--- src/hw/lvrx_pkg.sv ---
package lvrx_pkg;

  localparam int unsigned NUM_PHASES = 8;
  localparam int unsigned PHASE_W = 3;
  localparam logic [PHASE_W-1:0] PHASE_HALF = 3'h4;
  localparam logic [PHASE_W-1:0] PHASE_STEP = 3'h1;
  localparam logic [PHASE_W-1:0] PHASE_RESET_VAL = 3'h0;
  localparam int unsigned SYNC_DEPTH = 6;
  localparam logic [2:0] SYNC_LAST = 3'h5;
  localparam logic [2:0] SYNC_PRIME = 3'h3;
  localparam logic [2:0] LOCK_RUNS = 3'h4;
  localparam int unsigned WORD_W = 10;
  localparam logic [3:0] FACTOR_MIN = 4'h3;
  localparam logic [3:0] FACTOR_MAX = 4'ha;
  localparam int unsigned OBUF_DEPTH = 2;

  typedef enum logic [4:0] {
    LVRX_MODE_STATIC = 5'h01,
    LVRX_MODE_DPA = 5'h02,
    LVRX_MODE_CDR = 5'h04,
    LVRX_MODE_BYP_SDR = 5'h08,
    LVRX_MODE_BYP_DDR = 5'h10
  } lvrx_mode_t;

  typedef enum logic [1:0] {
    LVRX_AL_TRAIN = 2'h1,
    LVRX_AL_LOCKED = 2'h2
  } lvrx_align_t;

  typedef struct packed {
    logic locked;
    logic [PHASE_W-1:0] phase;
  } lvrx_status_t;

  typedef struct packed {
    logic valid;
    logic [1:0] bits;
  } lvrx_bypass_t;

endpackage : lvrx_pkg

--- src/hw/lvrx_receiver.sv ---
`timescale 1ns/100ps
`default_nettype none

// Summary of operation
// - aligner picks one of eight equally spaced sampling phases, 45 degree steps.
// - chosen phase is the one nearest the data, within one eighth bit.
// - aligner keeps tracking and steps phase when tracking calls for it and phase hold is low.
// - while phase hold is high the selected phase changes only on phase reset or in a mode without the aligner.
// - no training pattern; aligner needs data transitions to settle after reset.
// - lock output shows first lock to the best phase after reset.
// - phase reset clears only the aligner; it retrains on transitions.
// - synchronizer is a one bit wide, six entry FIFO between phase and read clocks.
// - synchronizer absorbs phase offset only, not frequency difference.
// - synchronizer resets on first lock and on the synchronizer reset input.
// - each slip input rising edge inserts one bit of latency; edges before the next bit count as one.
// - realigned words are valid from the first word boundary after the slip edge; the next bit is not counted.
// - slip counter rolls over at the factor; rollover output pulses one cycle.
// - deserializer factor is static 3 to 10; at most 10 bits per word.
// - bypass delivers 1 bit per clock in single rate, 2 in double rate.
// - bypass disables phase alignment and bit slip.
// - static mode disables aligner and FIFO; capture on serial clock rising edge.
// - synchronizer bypassed in static and clock recovery modes; active only in dpa.
// - in dpa mode FIFO written on chosen phase, read on serial clock.
module lvrx_receiver (
  input wire logic mclk,
  input wire logic rst_b,
  input wire logic ser_in,
  input wire logic ser_clk,
  input wire lvrx_pkg::lvrx_mode_t rx_mode,
  input wire logic [3:0] deser_factor,
  input wire logic phase_hold,
  input wire logic phase_reset,
  input wire logic sync_reset,
  input wire logic slip_ctrl,
  input wire logic out_ready,
  output logic out_valid,
  output logic [lvrx_pkg::WORD_W-1:0] out_word,
  output lvrx_pkg::lvrx_bypass_t bypass_out,
  output lvrx_pkg::lvrx_status_t status,
  output logic slip_rollover,
  output logic overflow
);
  import lvrx_pkg::*;

  function automatic logic [PHASE_W-1:0] first_edge(input logic [NUM_PHASES-1:0] taps);
    logic [PHASE_W-1:0] idx;
    idx = '0;
    for (int i = NUM_PHASES - 2; i >= 0; i--) begin
      if (taps[i] != taps[i+1]) idx = PHASE_W'(i);
    end
    return idx;
  endfunction : first_edge

  function automatic logic [3:0] clamp_factor(input logic [3:0] f);
    return (f < FACTOR_MIN) ? FACTOR_MIN : ((f > FACTOR_MAX) ? FACTOR_MAX : f);
  endfunction : clamp_factor

  // pin synchronisers and link clock edge finder
  logic din_s1_q, din_s2_q, clk_s1_q, clk_s2_q, clk_d_q, slip_d_q;
  logic [NUM_PHASES-1:0] taps_q;
  logic rise, fall, slip_edge;
  always_ff @(posedge mclk) begin
    if (!rst_b) begin
      din_s1_q <= 1'b0;
      din_s2_q <= 1'b0;
      clk_s1_q <= 1'b0;
      clk_s2_q <= 1'b0;
      clk_d_q <= 1'b0;
      slip_d_q <= 1'b0;
      taps_q <= '0;
    end else begin
      din_s1_q <= ser_in;
      din_s2_q <= din_s1_q;
      clk_s1_q <= ser_clk;
      clk_s2_q <= clk_s1_q;
      clk_d_q <= clk_s2_q;
      slip_d_q <= slip_ctrl;
      taps_q <= {taps_q[NUM_PHASES-2:0], din_s2_q};
    end
  end
  assign rise = clk_s2_q & ~clk_d_q;
  assign fall = ~clk_s2_q & clk_d_q;
  assign slip_edge = slip_ctrl & ~slip_d_q;

  logic is_bypass, use_aligner, use_sync;
  assign is_bypass = (rx_mode == LVRX_MODE_BYP_SDR) || (rx_mode == LVRX_MODE_BYP_DDR);
  assign use_aligner = (rx_mode == LVRX_MODE_DPA) || (rx_mode == LVRX_MODE_CDR);
  assign use_sync = (rx_mode == LVRX_MODE_DPA);

  // phase aligner
  lvrx_align_t al_q, al_d;
  logic [PHASE_W-1:0] sel_q, sel_d, target;
  logic [2:0] runs_q, runs_d;
  logic has_edge, lock_pulse;
  always_comb begin
    al_d = al_q;
    sel_d = sel_q;
    runs_d = runs_q;
    lock_pulse = 1'b0;
    has_edge = |(taps_q ^ {taps_q[NUM_PHASES-1], taps_q[NUM_PHASES-1:1]});
    target = first_edge(taps_q) ^ PHASE_HALF;
    if (phase_reset || !use_aligner) begin
      al_d = LVRX_AL_TRAIN;
      sel_d = PHASE_RESET_VAL;
      runs_d = '0;
    end else if (rise && has_edge) begin
      if (target != sel_q) begin
        runs_d = '0;
        if (!phase_hold) begin
          sel_d = ((target - sel_q) < PHASE_HALF) ? sel_q + PHASE_STEP : sel_q - PHASE_STEP;
        end
      end else if (runs_q != LOCK_RUNS) begin
        runs_d = runs_q + 3'h1;
      end
      case (al_q)
        LVRX_AL_TRAIN: begin
          if (runs_d == LOCK_RUNS) begin
            al_d = LVRX_AL_LOCKED;
            lock_pulse = 1'b1;
          end
        end
        LVRX_AL_LOCKED: al_d = LVRX_AL_LOCKED;
        default: al_d = LVRX_AL_TRAIN;
      endcase
    end
  end
  always_ff @(posedge mclk) begin
    if (!rst_b) begin
      al_q <= LVRX_AL_TRAIN;
      sel_q <= PHASE_RESET_VAL;
      runs_q <= '0;
    end else begin
      al_q <= al_d;
      sel_q <= sel_d;
      runs_q <= runs_d;
    end
  end

  // synchronizer: written at the chosen phase, read one mclk later on the serial clock
  logic [SYNC_DEPTH-1:0] fifo_q, fifo_d;
  logic [2:0] wp_q, wp_d, rp_q, rp_d, fcnt_q, fcnt_d;
  logic primed_q, primed_d, rd_ev_q, sample, fifo_bit, fifo_rd;
  assign sample = taps_q[sel_q];
  always_comb begin
    fifo_d = fifo_q;
    wp_d = wp_q;
    rp_d = rp_q;
    fcnt_d = fcnt_q;
    primed_d = primed_q;
    fifo_rd = 1'b0;
    fifo_bit = fifo_q[rp_q];
    if (sync_reset || lock_pulse || !use_sync) begin
      wp_d = '0;
      rp_d = '0;
      fcnt_d = '0;
      primed_d = 1'b0;
    end else begin
      // both sides run at one rate, so the fill level only wanders with phase
      if (rd_ev_q && primed_q && fcnt_q != '0) begin
        fifo_rd = 1'b1;
        rp_d = (rp_q == SYNC_LAST) ? 3'h0 : rp_q + 3'h1;
        fcnt_d = fcnt_d - 3'h1;
      end
      if (rise && fcnt_q != 3'(SYNC_DEPTH)) begin
        fifo_d[wp_q] = sample;
        wp_d = (wp_q == SYNC_LAST) ? 3'h0 : wp_q + 3'h1;
        fcnt_d = fcnt_d + 3'h1;
      end
      if (fcnt_d >= SYNC_PRIME) primed_d = 1'b1;
    end
  end
  always_ff @(posedge mclk) begin
    if (!rst_b) begin
      fifo_q <= '0;
      wp_q <= '0;
      rp_q <= '0;
      fcnt_q <= '0;
      primed_q <= 1'b0;
      rd_ev_q <= 1'b0;
    end else begin
      fifo_q <= fifo_d;
      wp_q <= wp_d;
      rp_q <= rp_d;
      fcnt_q <= fcnt_d;
      primed_q <= primed_d;
      rd_ev_q <= rise;
    end
  end

  // bit source per mode, realignment and deserializer
  logic bit_ev, bit_val;
  always_comb begin
    bit_ev = 1'b0;
    bit_val = taps_q[0];
    if (use_sync) begin
      bit_ev = fifo_rd;
      bit_val = fifo_bit;
    end else if (!is_bypass) begin
      bit_ev = rise;
      bit_val = sample;
    end
  end

  logic [WORD_W-1:0] sh_q, sh_d;
  logic [3:0] bcnt_q, bcnt_d, scnt_q, scnt_d, factor;
  logic slip_pend_q, slip_pend_d, roll_d, word_done;
  assign factor = clamp_factor(deser_factor);
  always_comb begin
    sh_d = sh_q;
    bcnt_d = bcnt_q;
    scnt_d = scnt_q;
    slip_pend_d = slip_pend_q;
    roll_d = 1'b0;
    word_done = 1'b0;
    if (is_bypass) begin
      slip_pend_d = 1'b0;
      scnt_d = '0;
      bcnt_d = '0;
    end else begin
      if (slip_edge) begin
        slip_pend_d = 1'b1;
        if (scnt_q == factor - 4'h1) begin
          scnt_d = '0;
          roll_d = 1'b1;
        end else begin
          scnt_d = scnt_q + 4'h1;
        end
      end
      if (bit_ev) begin
        sh_d = {sh_q[WORD_W-2:0], bit_val};
        if (slip_pend_q) begin
          slip_pend_d = slip_edge;
        end else if (bcnt_q == factor - 4'h1) begin
          bcnt_d = '0;
          word_done = 1'b1;
        end else begin
          bcnt_d = bcnt_q + 4'h1;
        end
      end
    end
  end
  always_ff @(posedge mclk) begin
    if (!rst_b) begin
      sh_q <= '0;
      bcnt_q <= '0;
      scnt_q <= '0;
      slip_pend_q <= 1'b0;
      slip_rollover <= 1'b0;
    end else begin
      sh_q <= sh_d;
      bcnt_q <= bcnt_d;
      scnt_q <= scnt_d;
      slip_pend_q <= slip_pend_d;
      slip_rollover <= roll_d;
    end
  end

  logic [WORD_W-1:0] word_mask, new_word;
  always_comb begin
    word_mask = '0;
    for (int i = 0; i < WORD_W; i++) begin
      word_mask[i] = (4'(i) < factor);
    end
    new_word = sh_d & word_mask;
  end

  // two-entry output buffer
  logic [WORD_W-1:0] obuf_q [OBUF_DEPTH];
  logic [WORD_W-1:0] obuf_d [OBUF_DEPTH];
  logic owp_q, owp_d, orp_q, orp_d, ovf_d;
  logic [1:0] ocnt_q, ocnt_d;
  always_comb begin
    obuf_d = obuf_q;
    owp_d = owp_q;
    orp_d = orp_q;
    ocnt_d = ocnt_q;
    ovf_d = 1'b0;
    if (out_valid && out_ready) begin
      orp_d = ~orp_q;
      ocnt_d = ocnt_d - 2'h1;
    end
    if (word_done) begin
      if (ocnt_q != 2'(OBUF_DEPTH) || (out_valid && out_ready)) begin
        obuf_d[owp_q] = new_word;
        owp_d = ~owp_q;
        ocnt_d = ocnt_d + 2'h1;
      end else begin
        ovf_d = 1'b1;
      end
    end
  end
  always_ff @(posedge mclk) begin
    if (!rst_b) begin
      obuf_q <= '{default: '0};
      owp_q <= 1'b0;
      orp_q <= 1'b0;
      ocnt_q <= '0;
      overflow <= 1'b0;
    end else begin
      obuf_q <= obuf_d;
      owp_q <= owp_d;
      orp_q <= orp_d;
      ocnt_q <= ocnt_d;
      overflow <= ovf_d;
    end
  end
  assign out_valid = (ocnt_q != '0);
  assign out_word = obuf_q[orp_q];

  // deserializer bypass: one or two bits per serial clock
  logic fall_bit_q, fall_bit_d;
  lvrx_bypass_t byp_d;
  always_comb begin
    byp_d = '0;
    fall_bit_d = fall ? taps_q[0] : fall_bit_q;
    if (is_bypass && rise) begin
      byp_d.valid = 1'b1;
      byp_d.bits = (rx_mode == LVRX_MODE_BYP_DDR) ? {taps_q[0], fall_bit_q} : {1'b0, taps_q[0]};
    end
  end
  always_ff @(posedge mclk) begin
    if (!rst_b) begin
      fall_bit_q <= 1'b0;
      bypass_out <= '0;
      status <= '0;
    end else begin
      fall_bit_q <= fall_bit_d;
      bypass_out <= byp_d;
      status <= '{locked: (al_d == LVRX_AL_LOCKED), phase: sel_d};
    end
  end

endmodule : lvrx_receiver
`default_nettype wire

--- config.mk ---
export PLATFORM = sky130hd
export DESIGN_NAME = lvrx_receiver
export DESIGN_NICKNAME = d
export VERILOG_FILES = /design/src/hw/lvrx_pkg.sv /design/src/hw/lvrx_receiver.sv
export SDC_FILE = /design/constraint.sdc
export NUM_CORES = 1
export LEC_CHECK = 0
export ABC_AREA = 1
export BUFFER_PORTS_ARGS = -buffer_cell sky130_fd_sc_hd__buf_2
export CAP_MARGIN = 20
export CORE_MARGIN = 1.5
export CORE_UTILIZATION = 62
export DETAILED_ROUTE_END_ITERATION = 16
export PLACE_DENSITY = 0.8
export SYNTH_ARGS = -nofsm -noshare
export SYNTH_HDL_FRONTEND = slang
export SYNTH_SLANG_ARGS = --single-unit
--- constraint.sdc ---
create_clock -name mclk -period 4.5 [get_ports mclk]
set_input_delay 0.9 -clock mclk [delete_from_list [all_inputs] [get_ports mclk]]
set_output_delay 0.9 -clock mclk [all_outputs]
set_load 0.01 [all_outputs]
# ---- Yosys cells after proc, flatten, opt, wreduce, memory -nomap -nowiden
# Cells that the tools add are included.
# W data, S select, Z words.
dict set report word_totals {
  reg_bits 89
  input_bits 18
  output_inout_bits 20
  word_cells 204
}
dict set report classes {
  add_sub_neg 13
  magnitude_cmp 21
  eq_ne 23
  n_mux 67
  bitwise 18
  reduce_logical 30
}
# cell count
set ops {}
lappend ops {{$mux W3} 22}
lappend ops {{$mux W10} 6}
lappend ops {{$mux W1} 21}
lappend ops {{$bwmux W20} 1}
lappend ops {{$lt A3 B4 Y1 const A} 4}
lappend ops {{$mux W4} 4}
lappend ops {{$add A3 B1 Y3 const B} 5}
lappend ops {{$mux W2} 7}
lappend ops {{$lt A3 B4 Y1 const B} 3}
lappend ops {{$not A1 Y1} 11}
lappend ops {{$and A10 B10 Y10} 1}
lappend ops {{$demux W10 S1} 1}
lappend ops {{$reduce_and A2 Y1} 5}
lappend ops {{$eq A3 B3 Y1 const B} 3}
lappend ops {{$add A4 B1 Y4 const B} 2}
lappend ops {{$eq A4 B4 Y1} 2}
lappend ops {{$logic_and A1 B1 Y1} 8}
lappend ops {{$lt A1 B4 Y1 const A} 2}
lappend ops {{$lt A2 B4 Y1 const A} 2}
lappend ops {{$lt A4 B4 Y1 const A} 2}
lappend ops {{$reduce_or A8 Y1} 1}
lappend ops {{$xor A8 B8 Y8} 1}
lappend ops {{$ne A1 B1 Y1} 7}
lappend ops {{$bmux W1 S3} 2}
lappend ops {{33 further kinds} 49}

# ---- Logic depth before layout (Yosys ltp)
# Gate-level depths: netlist of run 1.
dict set report logic_depth {
  depth_word 26
  depth_mapped 20
  mapped_depth_nobuf 20
}

# ---- Worst setup path after synthesis of run 1
# Ideal clock, no wire load.
dict set report synth_timing {
  path_kind {input port to flip-flop}
  from {in deser_factor[2]}
  to {reg obuf_q[1] (netlist name)}
  setup_time_ps 114
  t_arrival_ps 2756
  required_ps 4386
  path_slack_ps 1631
  stages 14
  path_buffers 1
  cell_sequence {nor2_2 nand2_1 nand2_2 inv_2 ha_1 xor2_1 xor2_1 a21oi_1 o211ai_1 nor2_4 nand4_4 buf_6 a21oi_1 nor2_1}
}
dict set report synth_via {
  elab_chain_cells 10
  elab_cells_between_ends 14
  cone_classes {add/sub: 1; order compare: 3; eq/ne: 1; mux: 7; bitwise: 1; reduce/logical: 1}
}
# element line_no
set synth_rtl {}
lappend synth_rtl {{start, declared} lvrx_receiver.sv:30} ;# input wire logic [3:0] deser_factor,
lappend synth_rtl {{$gt A4 B4 Y1} lvrx_receiver.sv:55} ;# return (f < FACTOR_MIN) ? FACTOR_MIN : ((f > FACTOR_MAX) ? FACTOR_MAX : f);
lappend synth_rtl {{$mux W4} lvrx_receiver.sv:55}
lappend synth_rtl {{$mux W4 *} lvrx_receiver.sv:55}
lappend synth_rtl {{$sub A4 B1 Y4} lvrx_receiver.sv:233} ;# end else if (bcnt_q == factor - 4'h1) begin
lappend synth_rtl {{$eq A4 B4 Y1} lvrx_receiver.sv:233}
lappend synth_rtl {{$mux W1} lvrx_receiver.sv:233}
lappend synth_rtl {{$mux W1} lvrx_receiver.sv:231} ;# if (slip_pend_q) begin
lappend synth_rtl {{$mux W1} lvrx_receiver.sv:229} ;# if (bit_ev) begin
lappend synth_rtl {{$mux W1} lvrx_receiver.sv:215} ;# if (is_bypass) begin
lappend synth_rtl {{$reduce_and A2 Y1 (no source line)} --}
lappend synth_rtl {{end signal, assigned} lvrx_receiver.sv:300} ;# obuf_q <= obuf_d;
lappend synth_rtl {{end, declared} lvrx_receiver.sv:268} ;# logic [WORD_W-1:0] obuf_q [OBUF_DEPTH];
# Every way passes the cells marked *; elsewhere a longest branch is shown, timed or not.
# A chain may end at the register's enable or synchronous reset.

# ---- Worst setup path in the final report of run 1
dict set report layout_timing {
  from {in deser_factor[3]}
  to {reg obuf_q[13] (netlist name)}
}
# Same word-level chain as after synthesis.

==> results.py, run 1 <==
metrics = {
    "logic_synthesis": {
        "synth_top_family_by_area": "simple AND/OR/NAND/NOR gates",
        "ys_types": 45,
        "synth_edf_count": 0,
        "async_flop_share": 0,
        "ys.flop_type": "dfxtp_1",
        "avgSynthCellArea_sq_um": 6.93,
        "syn-instance-count": 691,
        "ys_seq_area_frac": 0.372,
        "yosys.area_share.simple": 0.319,
        "synth_seq_cells": 89,
        "syn_nets": 727,
        "synth_compound_area_frac": 0.123,
        "synth_xor_area_frac": 0.0272,
        "synth_adder_area_share": 0.0486,
        "yosysWarnings": 0,
        "syn_area_sq_um": 4790,
        "synthMuxAreaShare": 0.00209,
    },
    "timing": {
        "finalHoldViolCount": 0,
        "rsz0062_at_grt": "no",
        "setup_ws_ns": 1.50,
        "timing.fmax_mhz": 333,
        "setup_viol_count_final": 0,
        "tightestPinTransition_ns": 0.757,
        "finClkSkew_ns": 0.00860,
        "min_period_ns": 3.00,
        "slew_headroom": 0.494,
        "timing.setup.tns_ns": 0,
        "maxSlewViolCount": 0,
        "fin_crit_sh": 0.667,
    },
    "detailed_routing": {
        "drc": 0,
        "avgViaCountPerCell": 5.16,
        "routedWlPerCell_um": 12.0,
        "antenna_left": 0,
        "vias": 4284,
        "initialDrtViolationCount": 204,
        "drt-total-wl_mm": 9.93,
        "drtPass1Iterations": 4,
    },
    "critical_path": {
        "critPathTopFamily": "simple AND/OR/NAND/NOR gates",
        "r2r_start": "taps_q[4]",
        "crit_end": "obuf_q[13]",
        "path_max_fanout": 21,
        "rr_worst_depth": 17,
        "cp_slowest_stage_delay_ns": 0.32,
        "required_ns": 4.76,
        "timing.critical_path.from": "deser_factor[3]",
        "worstSetupStartpointType": "primary input",
        "cp_slowest_cell": "nand4_4",
        "cp.arrival_ns": 3.26,
        "crit_buf_inv": 2,
        "r2r_setup_slack_ns": 1.64,
        "critPathKind": "primary input to flip-flop",
        "crit_chain": "buf_2, nor2_2, nand2_1, nand2_2, inv_2, ha_1, xor2_1, xor2_1, a21oi_1, o211ai_1, nor2_4, nand4_4, a21oi_1, nor2_1",
        "crit_cells": 14,
        "crit_path_end_kind": "flip-flop",
        "r2r_end": "obuf_q[13]",
    },
    "placed_design": {
        "portBuffers": 37,
        "place_hpwl_mm": 7.35,
        "pre_cts_slack_ns": 1.18,
        "place_congestion": 0.873,
    },
    "global_routing": {
        "grt_util_all_layers": 0.248,
        "grt_remaining_overflow": 0,
        "grt_pass1_wl_mm": 16.8,
        "antenna_found_initial": 0,
        "grt_max_degree": 42,
        "grt_pass1_vias": 4003,
    },
    "cts": {
        "cts_tree": "yes",
        "cts_setup_buffers": 0,
        "worstSkewPairLatency_ns": 0.36,
        "cts.htree.levels": 3,
        "clockBufferDepth": 2,
        "hold_buffers": 0,
        "clk_pin_slew_worst_paths_ns": 0.09,
        "cts_inserted_buffers": 9,
        "clock_sinks": 89,
        "cts_resized": 0,
        "clock_tree.root_cell": "clkbuf_8",
    },
    "floorplanning": {
        "die_h_um": 90.9,
        "initial_core_util": 0.649,
        "dieArea_sq_um": 8260,
        "coreArea_sq_um": 7370,
        "num_rows": 31,
        "die_w_um": 90.9,
        "num_io_pins": 38,
    },
    "final_layout": {
        "nNetsFinal": 762,
        "diodes": 0,
        "syn_to_final_growth_pct": 10.3,
        "drive_gt1_frac": 0.141,
        "register_area_sq_um": 1780,
        "multiInputGateArea_sq_um": 2490,
        "fillCellCount": 636,
    },
    "power_and_ir_drop": {
        "power_w": 0.00165,
        "power_density_nw_per_um2": 313,
        "peakVddDrop_v": 0.000229,
        "p_leak_nw": 2.53,
    },
    "min_path": {
        "hold_path_class": "flip-flop to flip-flop",
        "hp-start": "din_s2_q",
    },
    "job": {
        "cap_violations": 0,
    },
    "status": {
        "status": "finished clean",
    },
}
## Yosys cell counts (2+ instances only)
library cell	n	area share
inv_1	107	0.084
nand3_2	3	0.0063
inv_2	8	0.0063
nand4_4	2	0.0089
o211ai_1	2	0.0031
nor2_4	3	0.0071
nor3_1	5	0.0052
nand4_1	4	0.0052
a211oi_1	4	0.0063
buf_1	2	0.0016
nand2_1	165	0.13
nand2_4	5	0.012
nor2_2	4	0.0052
ha_1	17	0.044
nor3b_1	2	0.0031
nor2_1	74	0.058
buf_6	2	0.0047
a21oi_1	59	0.062
xor2_1	10	0.018
clkbuf_1	7	0.0055
or2_2	2	0.0026
a31oi_1	2	0.0026
o21ai_0	35	0.037
dfxtp_1	89	0.37
nand2_2	21	0.027
a21boi_0	3	0.0047
nand3_1	34	0.036
xnor2_1	3	0.0055
## kinds of logic after synthesis
kind of cell               count (synthesis)
and+or+nand+nor                          330
buffers and inverters                    129
AOI/OAI and AO/OA                        110
DFF                                       89
adders and majority gates                 18
xor gates and xnor gates                  14
muxes                                      1
## registers in the layout, indices dropped and copies added (netlist names), 2 cells and up
signal	flops
wp_q	3
bcnt_q	4
al_q	2
sh_q	10
scnt_q	4
rp_q	3
runs_q	3
obuf_q	20
ocnt_q	2
fifo_q	6
fcnt_q	3
status	4
bypass_out	3
taps_q	8
## per-stage QoR
stage | instances | hold slack (ns) | utilization | area (sq um)
2_1_floorplan | 691 | 0.390 | - | 4790
3_3_place_gp | 814 | 0.396 | 0.681 | 5020
3_5_place_dp | 814 | 0.403 | 0.681 | 5020
4_1_cts | 830 | 0.421 | 0.716 | 5280
5_1_grt | 830 | 0.443 | 0.716 | 5280
6_report | 830 | 0.419 | 0.716 | 5280
## area by class of cell
| cell class | instances | share of cell area |
|---|---|---|
| timing repair buffer | 38 | 0.0365 |
| tap | 99 | 0.0235 |
| multi-input combinational | 473 | 0.472 |
| clock inverter | 5 | 0.0242 |
| clock buffer | 11 | 0.0249 |
| sequential | 89 | 0.338 |
| inverter | 115 | 0.0818 |
## per-layer routing
layer / track usage / wire length (um)
met4: 0.0820 / 145
met5: 0 / 0
met3: 0.0387 / 382
met2: 0.448 / 4940
met1: 0.299 / 4470
## layout by cell type, fill, tap and decap left out, types with 5 or more instances in the layout
master    count
buf_2        37
o21ai_0      35
nor3_1        5
nand2_4       5
dfxtp_1      89
clkbuf_8      9
inv_1       107
nor2_1       74
nand2_2      21
ha_1         17
xor2_1       10
inv_2         8
nand3_1      34
a21oi_1      59
nand2_1     165
## where the power goes
part | total, W | switching, W | internal [W]
Combinational | 0.000131 | 0.0000873 | 0.0000435
Clock | 0.000706 | 0.000280 | 0.000426
Sequential | 0.000815 | 0.0000159 | 0.000799
Total | 0.00165 | 0.000384 | 0.00127
## worst min-delay path by stage
stage | endpoint | slack, ns | depth (start not counted)
2_1_floorplan | clk_s2_q | 0.39 | 2
3_3_place_gp | din_s2_q | 0.40 | 2
3_5_place_dp | taps_q[0] | 0.40 | 2
4_1_cts | taps_q[0] | 0.42 | 2
5_1_grt | taps_q[0] | 0.44 | 2
6_report | taps_q[0] | 0.42 | 2
## worst min-delay path, cell delays in order (launching register included)
cell	delay, ns
dfxtp_1	0.31
nand2_1	0.04
inv_1	0.04
Note: power is estimated with default switching activity, not from simulation.
==> run 2, diff against run 1 <==
--- a/config.mk
+++ b/config.mk
@@ -9,9 +9,9 @@
 export BUFFER_PORTS_ARGS = -buffer_cell sky130_fd_sc_hd__buf_2
 export CAP_MARGIN = 20
 export CORE_MARGIN = 1.5
-export CORE_UTILIZATION = 62
+export CORE_UTILIZATION = 54
 export DETAILED_ROUTE_END_ITERATION = 16
-export PLACE_DENSITY = 0.8
+export PLACE_DENSITY = 0.74
 export SYNTH_ARGS = -nofsm -noshare
 export SYNTH_HDL_FRONTEND = slang
 export SYNTH_SLANG_ARGS = --single-unit
==> constraint.sdc (replaced) <==
create_clock -name mclk -period 2.5 [get_ports mclk]
set_input_delay 0.5 -clock mclk [delete_from_list [all_inputs] [get_ports mclk]]
set_output_delay 0.5 -clock mclk [all_outputs]
set_load 0.01 [all_outputs]
==> run 2 against run 1 <==
Effect of this change: total power increased by 79%; worst hold slack worse by 0.091 ns; global-route usage is 1.7 points lower; critical path depth grew 4; core utilization fell by 4.5 points; clock power increased by 70%; first-iteration DRC count down 4.4%; register-to-register slack got worse by 1.6 ns; via count rose by 4.2%; combinational power rose by 120%; final cell count grew 5.7%.
==> results.py, run 2 (synthesis results as in run 1) <==
metrics = {
    "status": {
        "status": "finished clean",
    },
    "cts": {
        "clock_sinks": 89,
        "hold_buffers": 0,
        "cts_tree": "yes",
        "clock_tree.root_cell": "clkbuf_8",
        "clockBufferDepth": 2,
        "cts.htree.levels": 3,
        "clk_pin_slew_worst_paths_ns": 0.09,
        "worstSkewPairLatency_ns": 0.36,
        "cts_inserted_buffers": 9,
    },
    "final_layout": {
        "instances_no_fill": 877,
        "final_common_cell": "nand2_1",
        "drive_gt1_frac": 0.229,
        "final_cell_mix": "159 x nand2_1, 102 x inv_1, 83 x dfxtp_1, 71 x nor2_1, 51 x a21oi_1",
        "diodes": 0,
        "regMostFlops": "obuf_q",
        "top_regs": "obuf_q x20, sh_q x10, taps_q x8",
        "syn_to_final_growth_pct": 21.1,
        "largest_register_ffs": 20,
        "nNetsFinal": 800,
    },
    "critical_path": {
        "cp.arrival_ns": 2.73,
        "crit_chain": "inv_1, nand2_1, nand2_1, inv_2, nand3_1, a31oi_1, ha_1, nand2_1, inv_1, nand3_2, nor2_4, nand3_4, nand3_4, nand2_4, nand4_4, clkbuf_16, a21oi_1, nor2_1",
        "r2r_end": "obuf_q[3]",
        "cp_slowest_cell": "dfxtp_4",
        "path_max_fanout": 8,
        "crit_path_end_kind": "flip-flop",
        "critPathTopFamily": "simple AND/OR/NAND/NOR gates",
        "crit_buf_inv": 4,
        "cp_slowest_stage_delay_ns": 0.39,
        "r2r_setup_slack_ns": 0.03,
        "path_common_cell": "nand2_1",
        "worstSetupStartpointType": "flip-flop",
        "r2r_start": "taps_q[6]",
        "critPathKind": "flip-flop to flip-flop",
        "required_ns": 2.76,
        "rr_worst_depth": 18,
    },
    "job": {
        "cap_violations": 0,
    },
    "power_and_ir_drop": {
        "p_leak_nw": 2.78,
        "power_density_nw_per_um2": 509,
        "peakVddDrop_v": 0.000354,
        "power_w": 0.00295,
    },
    "timing": {
        "maxSlewViolCount": 0,
        "fin_crit_sh": 0.986,
        "min_period_ns": 2.47,
        "finalHoldViolCount": 0,
        "timing.fmax_mhz": 406,
        "timing.setup.tns_ns": 0,
        "whs_ns": 0.328,
        "rsz0062_at_grt": "yes",
        "finClkSkew_ns": 0.0127,
        "setup_viol_count_final": 0,
        "tightestPinTransition_ns": 0.673,
        "slew_headroom": 0.551,
    },
    "min_path": {
        "hold_end": "din_s1_q",
        "hold_path_class": "primary input to flip-flop",
        "whs_path_depth": 3,
        "hp-start": "ser_in",
    },
    "detailed_routing": {
        "initialDrtViolationCount": 195,
        "drtPass1Iterations": 4,
        "routedWlPerCell_um": 12.5,
        "drc": 0,
        "vias": 4466,
        "drt-total-wl_mm": 11.0,
        "antenna_left": 0,
        "avgViaCountPerCell": 5.09,
    },
    "floorplanning": {
        "die_h_um": 97.1,
        "num_io_pins": 38,
        "die_w_um": 97.1,
        "coreArea_sq_um": 8640,
        "initial_core_util": 0.554,
        "dieArea_sq_um": 9440,
        "num_rows": 34,
    },
    "placed_design": {
        "place_hpwl_mm": 7.62,
        "portBuffers": 37,
        "place_inst": 850,
        "place_congestion": 0.829,
    },
    "global_routing": {
        "grt_pass1_vias": 4239,
        "antenna_found_initial": 0,
        "grt_pass1_wl_mm": 18.2,
        "grt_util_all_layers": 0.231,
        "grt_max_degree": 41,
        "grt_remaining_overflow": 0,
    },
}
run 2: changes by cell type in the layout (fill, tap and decap cells not counted), sizes merged:
cell,delta
buf,+35
bufinv,-1
clkbuf,+2
clkinv,+1
nand2,+1
run 2: repair_timing:
item                                    in CTS  in global routing
pin swaps                                    0                 17
gates resized for setup                      4                 42
endpoints found under the setup margin      14                 46
gates cloned                                 0                  3
setup buffers                                0                  8
run 2: area by class of cell:
cell class              instances  area, sq um
flip-flops and latches         89         1800
clock inverters                 5          103
well taps                     108          135
inverters                     115          432
repair buffers                 75          559
fillers                       740         2840
multi-input cells             474         2630
clock buffers                  11          141
run 2: how the worst max path moves through the flow:
stage	slack [ns]	endpoint	startpoint	cells after the start
3_5_place_dp	-0.16	obuf_q[14]	deser_factor[1]	17
4_1_cts	-0.01	obuf_q[14]	taps_q[4]	19
2_1_floorplan	0.03	obuf_q[1]	deser_factor[2]	14
6_report	0.03	obuf_q[3]	taps_q[6]	18
5_1_grt	-0.11	obuf_q[2]	taps_q[5]	20
3_3_place_gp	-0.09	obuf_q[14]	deser_factor[2]	17
run 2: power by group:
part	internal (W)	switching, W	leakage [nW]
Clock	0.000691	0.000512	0.120
Combinational	0.000115	0.000173	1.94
Sequential	0.00143	0.0000275	0.723
Total	0.00224	0.000713	2.78
run 2: worst reg2reg max path: stages (launching register included):
cell and delay (ns):
dfxtp_4 0.39, inv_1 0.07, nand2_1 0.06, nand2_1 0.07, inv_2 0.06, nand3_1 0.06
a31oi_1 0.15, ha_1 0.28, nand2_1 0.08, inv_1 0.05, nand3_2 0.10, nor2_4 0.06
nand3_4 0.09, nand3_4 0.14, nand2_4 0.18, nand4_4 0.14, clkbuf_16 0.20, a21oi_1 0.13
nor2_1 0.06
run 2: stage by stage:
stage	utilization	instance area (sq um)	setup WS [ns]
after floorplan	-	4790	0.0306
after global placement	0.610	5270	-0.0933
after detailed placement	0.610	5270	-0.162
after CTS	0.639	5520	-0.0136
after global routing	0.671	5800	-0.113
final	0.671	5800	0.0340
run 2: per-layer routing:
layer  global-route usage  up-vias  wire length (um)
li1                     -     2309                 -
met1                0.295     2047              4910
met2                0.403       91              5450
met3               0.0281       19               406
met4               0.0836        0               201
met5                    0        -                 0
==> run 3, diff against run 2 <==
--- a/config.mk
+++ b/config.mk
@@ -12,6 +12,7 @@
 export CORE_UTILIZATION = 54
 export DETAILED_ROUTE_END_ITERATION = 16
 export PLACE_DENSITY = 0.74
+export SETUP_SLACK_MARGIN = 0.3
 export SYNTH_ARGS = -nofsm -noshare
 export SYNTH_HDL_FRONTEND = slang
 export SYNTH_SLANG_ARGS = --single-unit
==> run 3 against run 2 <==
Effect of this change: the run now ends with setup timing left; register-to-register slack lost 0.08 ns; critical path depth is the same; cell area grew 3.3%; critical endpoint is now obuf_q[14]; largest power group unchanged.
==> results.py, run 3 (synthesis results as in run 1) <==
metrics = {
    "timing": {
        "finClkSkew_ns": 0.0121,
        "finalHoldViolCount": 0,
        "rsz0062_at_grt": "yes",
        "timing.setup.tns_ns": -0.0718,
        "setup_viol_count_final": 4,
        "tightestPinTransition_ns": 0.521,
        "setup_ws_ns": -0.0455,
        "slew_headroom": 0.649,
        "timing.fmax_mhz": 393,
        "fin_crit_sh": 1.02,
        "whs_ns": 0.328,
        "maxSlewViolCount": 0,
        "min_period_ns": 2.55,
    },
    "final_layout": {
        "largest_register_ffs": 20,
        "regMostFlops": "obuf_q",
        "utilization": 0.693,
        "syn_to_final_growth_pct": 25.1,
        "nNetsFinal": 804,
        "diodes": 0,
        "drive_gt1_frac": 0.269,
        "final_cell_mix": "153 x nand2_1, 101 x inv_1, 82 x dfxtp_1, 68 x nor2_1, 38 x a21oi_1",
        "fillCellCount": 717,
        "top_regs": "obuf_q x20, sh_q x10, taps_q x8",
        "final_common_cell": "nand2_1",
    },
    "detailed_routing": {
        "drt-total-wl_mm": 11.1,
        "drtPass1Iterations": 5,
        "vias": 4465,
        "routedWlPerCell_um": 12.6,
        "avgViaCountPerCell": 5.07,
        "drc": 0,
        "initialDrtViolationCount": 209,
        "antenna_left": 0,
    },
    "power_and_ir_drop": {
        "power_w": 0.00285,
        "power_density_nw_per_um2": 476,
        "p_seq_frac": 0.514,
        "p_sw_frac": 0.259,
        "p_int_w": 0.00211,
        "p_leak_nw": 2.82,
        "p_sw_w": 0.000738,
        "clock_power_share": 0.380,
        "peakVddDrop_v": 0.000307,
        "p_comb_frac": 0.107,
    },
    "cts": {
        "clock_tree.root_cell": "clkbuf_8",
        "clk_pin_slew_worst_paths_ns": 0.08,
        "worstSkewPairLatency_ns": 0.36,
        "clockBufferDepth": 2,
        "cts_tree": "yes",
        "cts_inserted_buffers": 9,
        "hold_buffers": 0,
        "clock_sinks": 89,
        "cts.htree.levels": 3,
    },
    "critical_path": {
        "cp_slowest_stage_delay_ns": 0.38,
        "cp.arrival_ns": 2.84,
        "required_ns": 2.79,
        "rr_worst_depth": 18,
        "critPathKind": "flip-flop to flip-flop",
        "worstSetupStartpointType": "flip-flop",
        "path_max_fanout": 8,
        "path_common_cell": "nand2_1",
        "cp_slowest_cell": "dfxtp_4",
        "crit_path_end_kind": "flip-flop",
        "crit_chain": "xnor2_4, inv_1, a21boi_2, o21ai_1, nand2_1, ha_1, nand2_1, inv_1, nand3_2, nor2_4, nand3_4, nand3_4, nand2_8, nand4_4, clkbuf_16, nand2_1, nand2_1, nor2_1",
    },
    "floorplanning": {
        "coreArea_sq_um": 8640,
        "num_io_pins": 38,
        "initial_core_util": 0.554,
        "die_h_um": 97.1,
        "dieArea_sq_um": 9440,
        "die_w_um": 97.1,
        "num_rows": 34,
    },
    "job": {
        "cap_violations": 0,
    },
    "placed_design": {
        "place_hpwl_mm": 7.49,
        "pre_cts_slack_ns": -0.0937,
        "portBuffers": 37,
        "place_congestion": 0.835,
    },
    "global_routing": {
        "grt_remaining_overflow": 0,
        "grt_pass1_vias": 4105,
        "antenna_found_initial": 0,
        "grt_util_all_layers": 0.229,
        "grt_pass1_wl_mm": 17.9,
        "grt_max_degree": 41,
    },
    "status": {
        "status": "finished, violations left",
        "violations": "setup timing",
    },
    "min_path": {
        "hold_path_class": "primary input to flip-flop",
        "whs_path_depth": 3,
    },
}
[run 3: cell count changes in the layout (fill, tap and decap cells not counted), sizes merged]
| cell | delta |
|---|---|
| clkinv | +2 |
| buf | +3 |
| bufinv | -1 |
[run 3: layout make-up]
cell class,count,area [sq um],share of cell area
sequential,89,1800,0.301
clock inverter,6,82.6,0.0138
clock buffer,10,128,0.0213
tap,108,135,0.0226
multi-input combinational,474,2800,0.468
timing repair buffer,79,606,0.101
inverter,115,434,0.0725
[run 3: repair_timing]
item                       4_1_cts  5_1_grt
setup buffers                    7        6
cloned                           2        3
pin swaps                       12       30
setup endpoints to repair       56       63
resized for setup               17       46
[run 3: critical path: cells and delay by family (launching register included)]
family | cells | cell delay [ns]
DFF | 1 | 0.38
and+or+nand+nor | 11 | 1.11
xor gates and xnor gates | 1 | 0.18
adders and majority gates | 1 | 0.23
AOI/OAI and AO/OA | 2 | 0.23
buffers and inverters | 3 | 0.35
[run 3: power by group through the flow]
stage	clock network, W	registers (W)	logic, W
after global routing	0.00115	0.00147	0.000338
after global placement	0	0.00150	0.000263
final	0.00108	0.00146	0.000304
after floorplan	0	0.00148	0.000193
after detailed placement	0	0.00150	0.000273
after CTS	0.00108	0.00146	0.000284
[run 3: final timing paths]
| path | start | endpoint | slack (ns) |
|---|---|---|---|
| min reg2reg | din_s2_q | taps_q[0] | 0.42 |
| max | taps_q[5] | obuf_q[14] | -0.05 |
| min | ser_clk | clk_s1_q | 0.33 |
| max reg2reg | taps_q[5] | obuf_q[14] | -0.05 |
[run 3: routing by layer]
metal	global-route usage	wire length [um]	vias to the layer above
li1	-	-	2318
met3	0.0360	419	13
met1	0.294	5100	2046
met4	0.0836	160	0
met2	0.388	5410	88
met5	0	0	-
[run 3: stage by stage]
| stage | area [sq um] | instances |
|---|---|---|
| after CTS | 5720 | 872 |
| after global placement | 5360 | 847 |
| after floorplan | 4930 | 691 |
| final | 5990 | 881 |
| after detailed placement | 5360 | 847 |
| after global routing | 5990 | 881 |
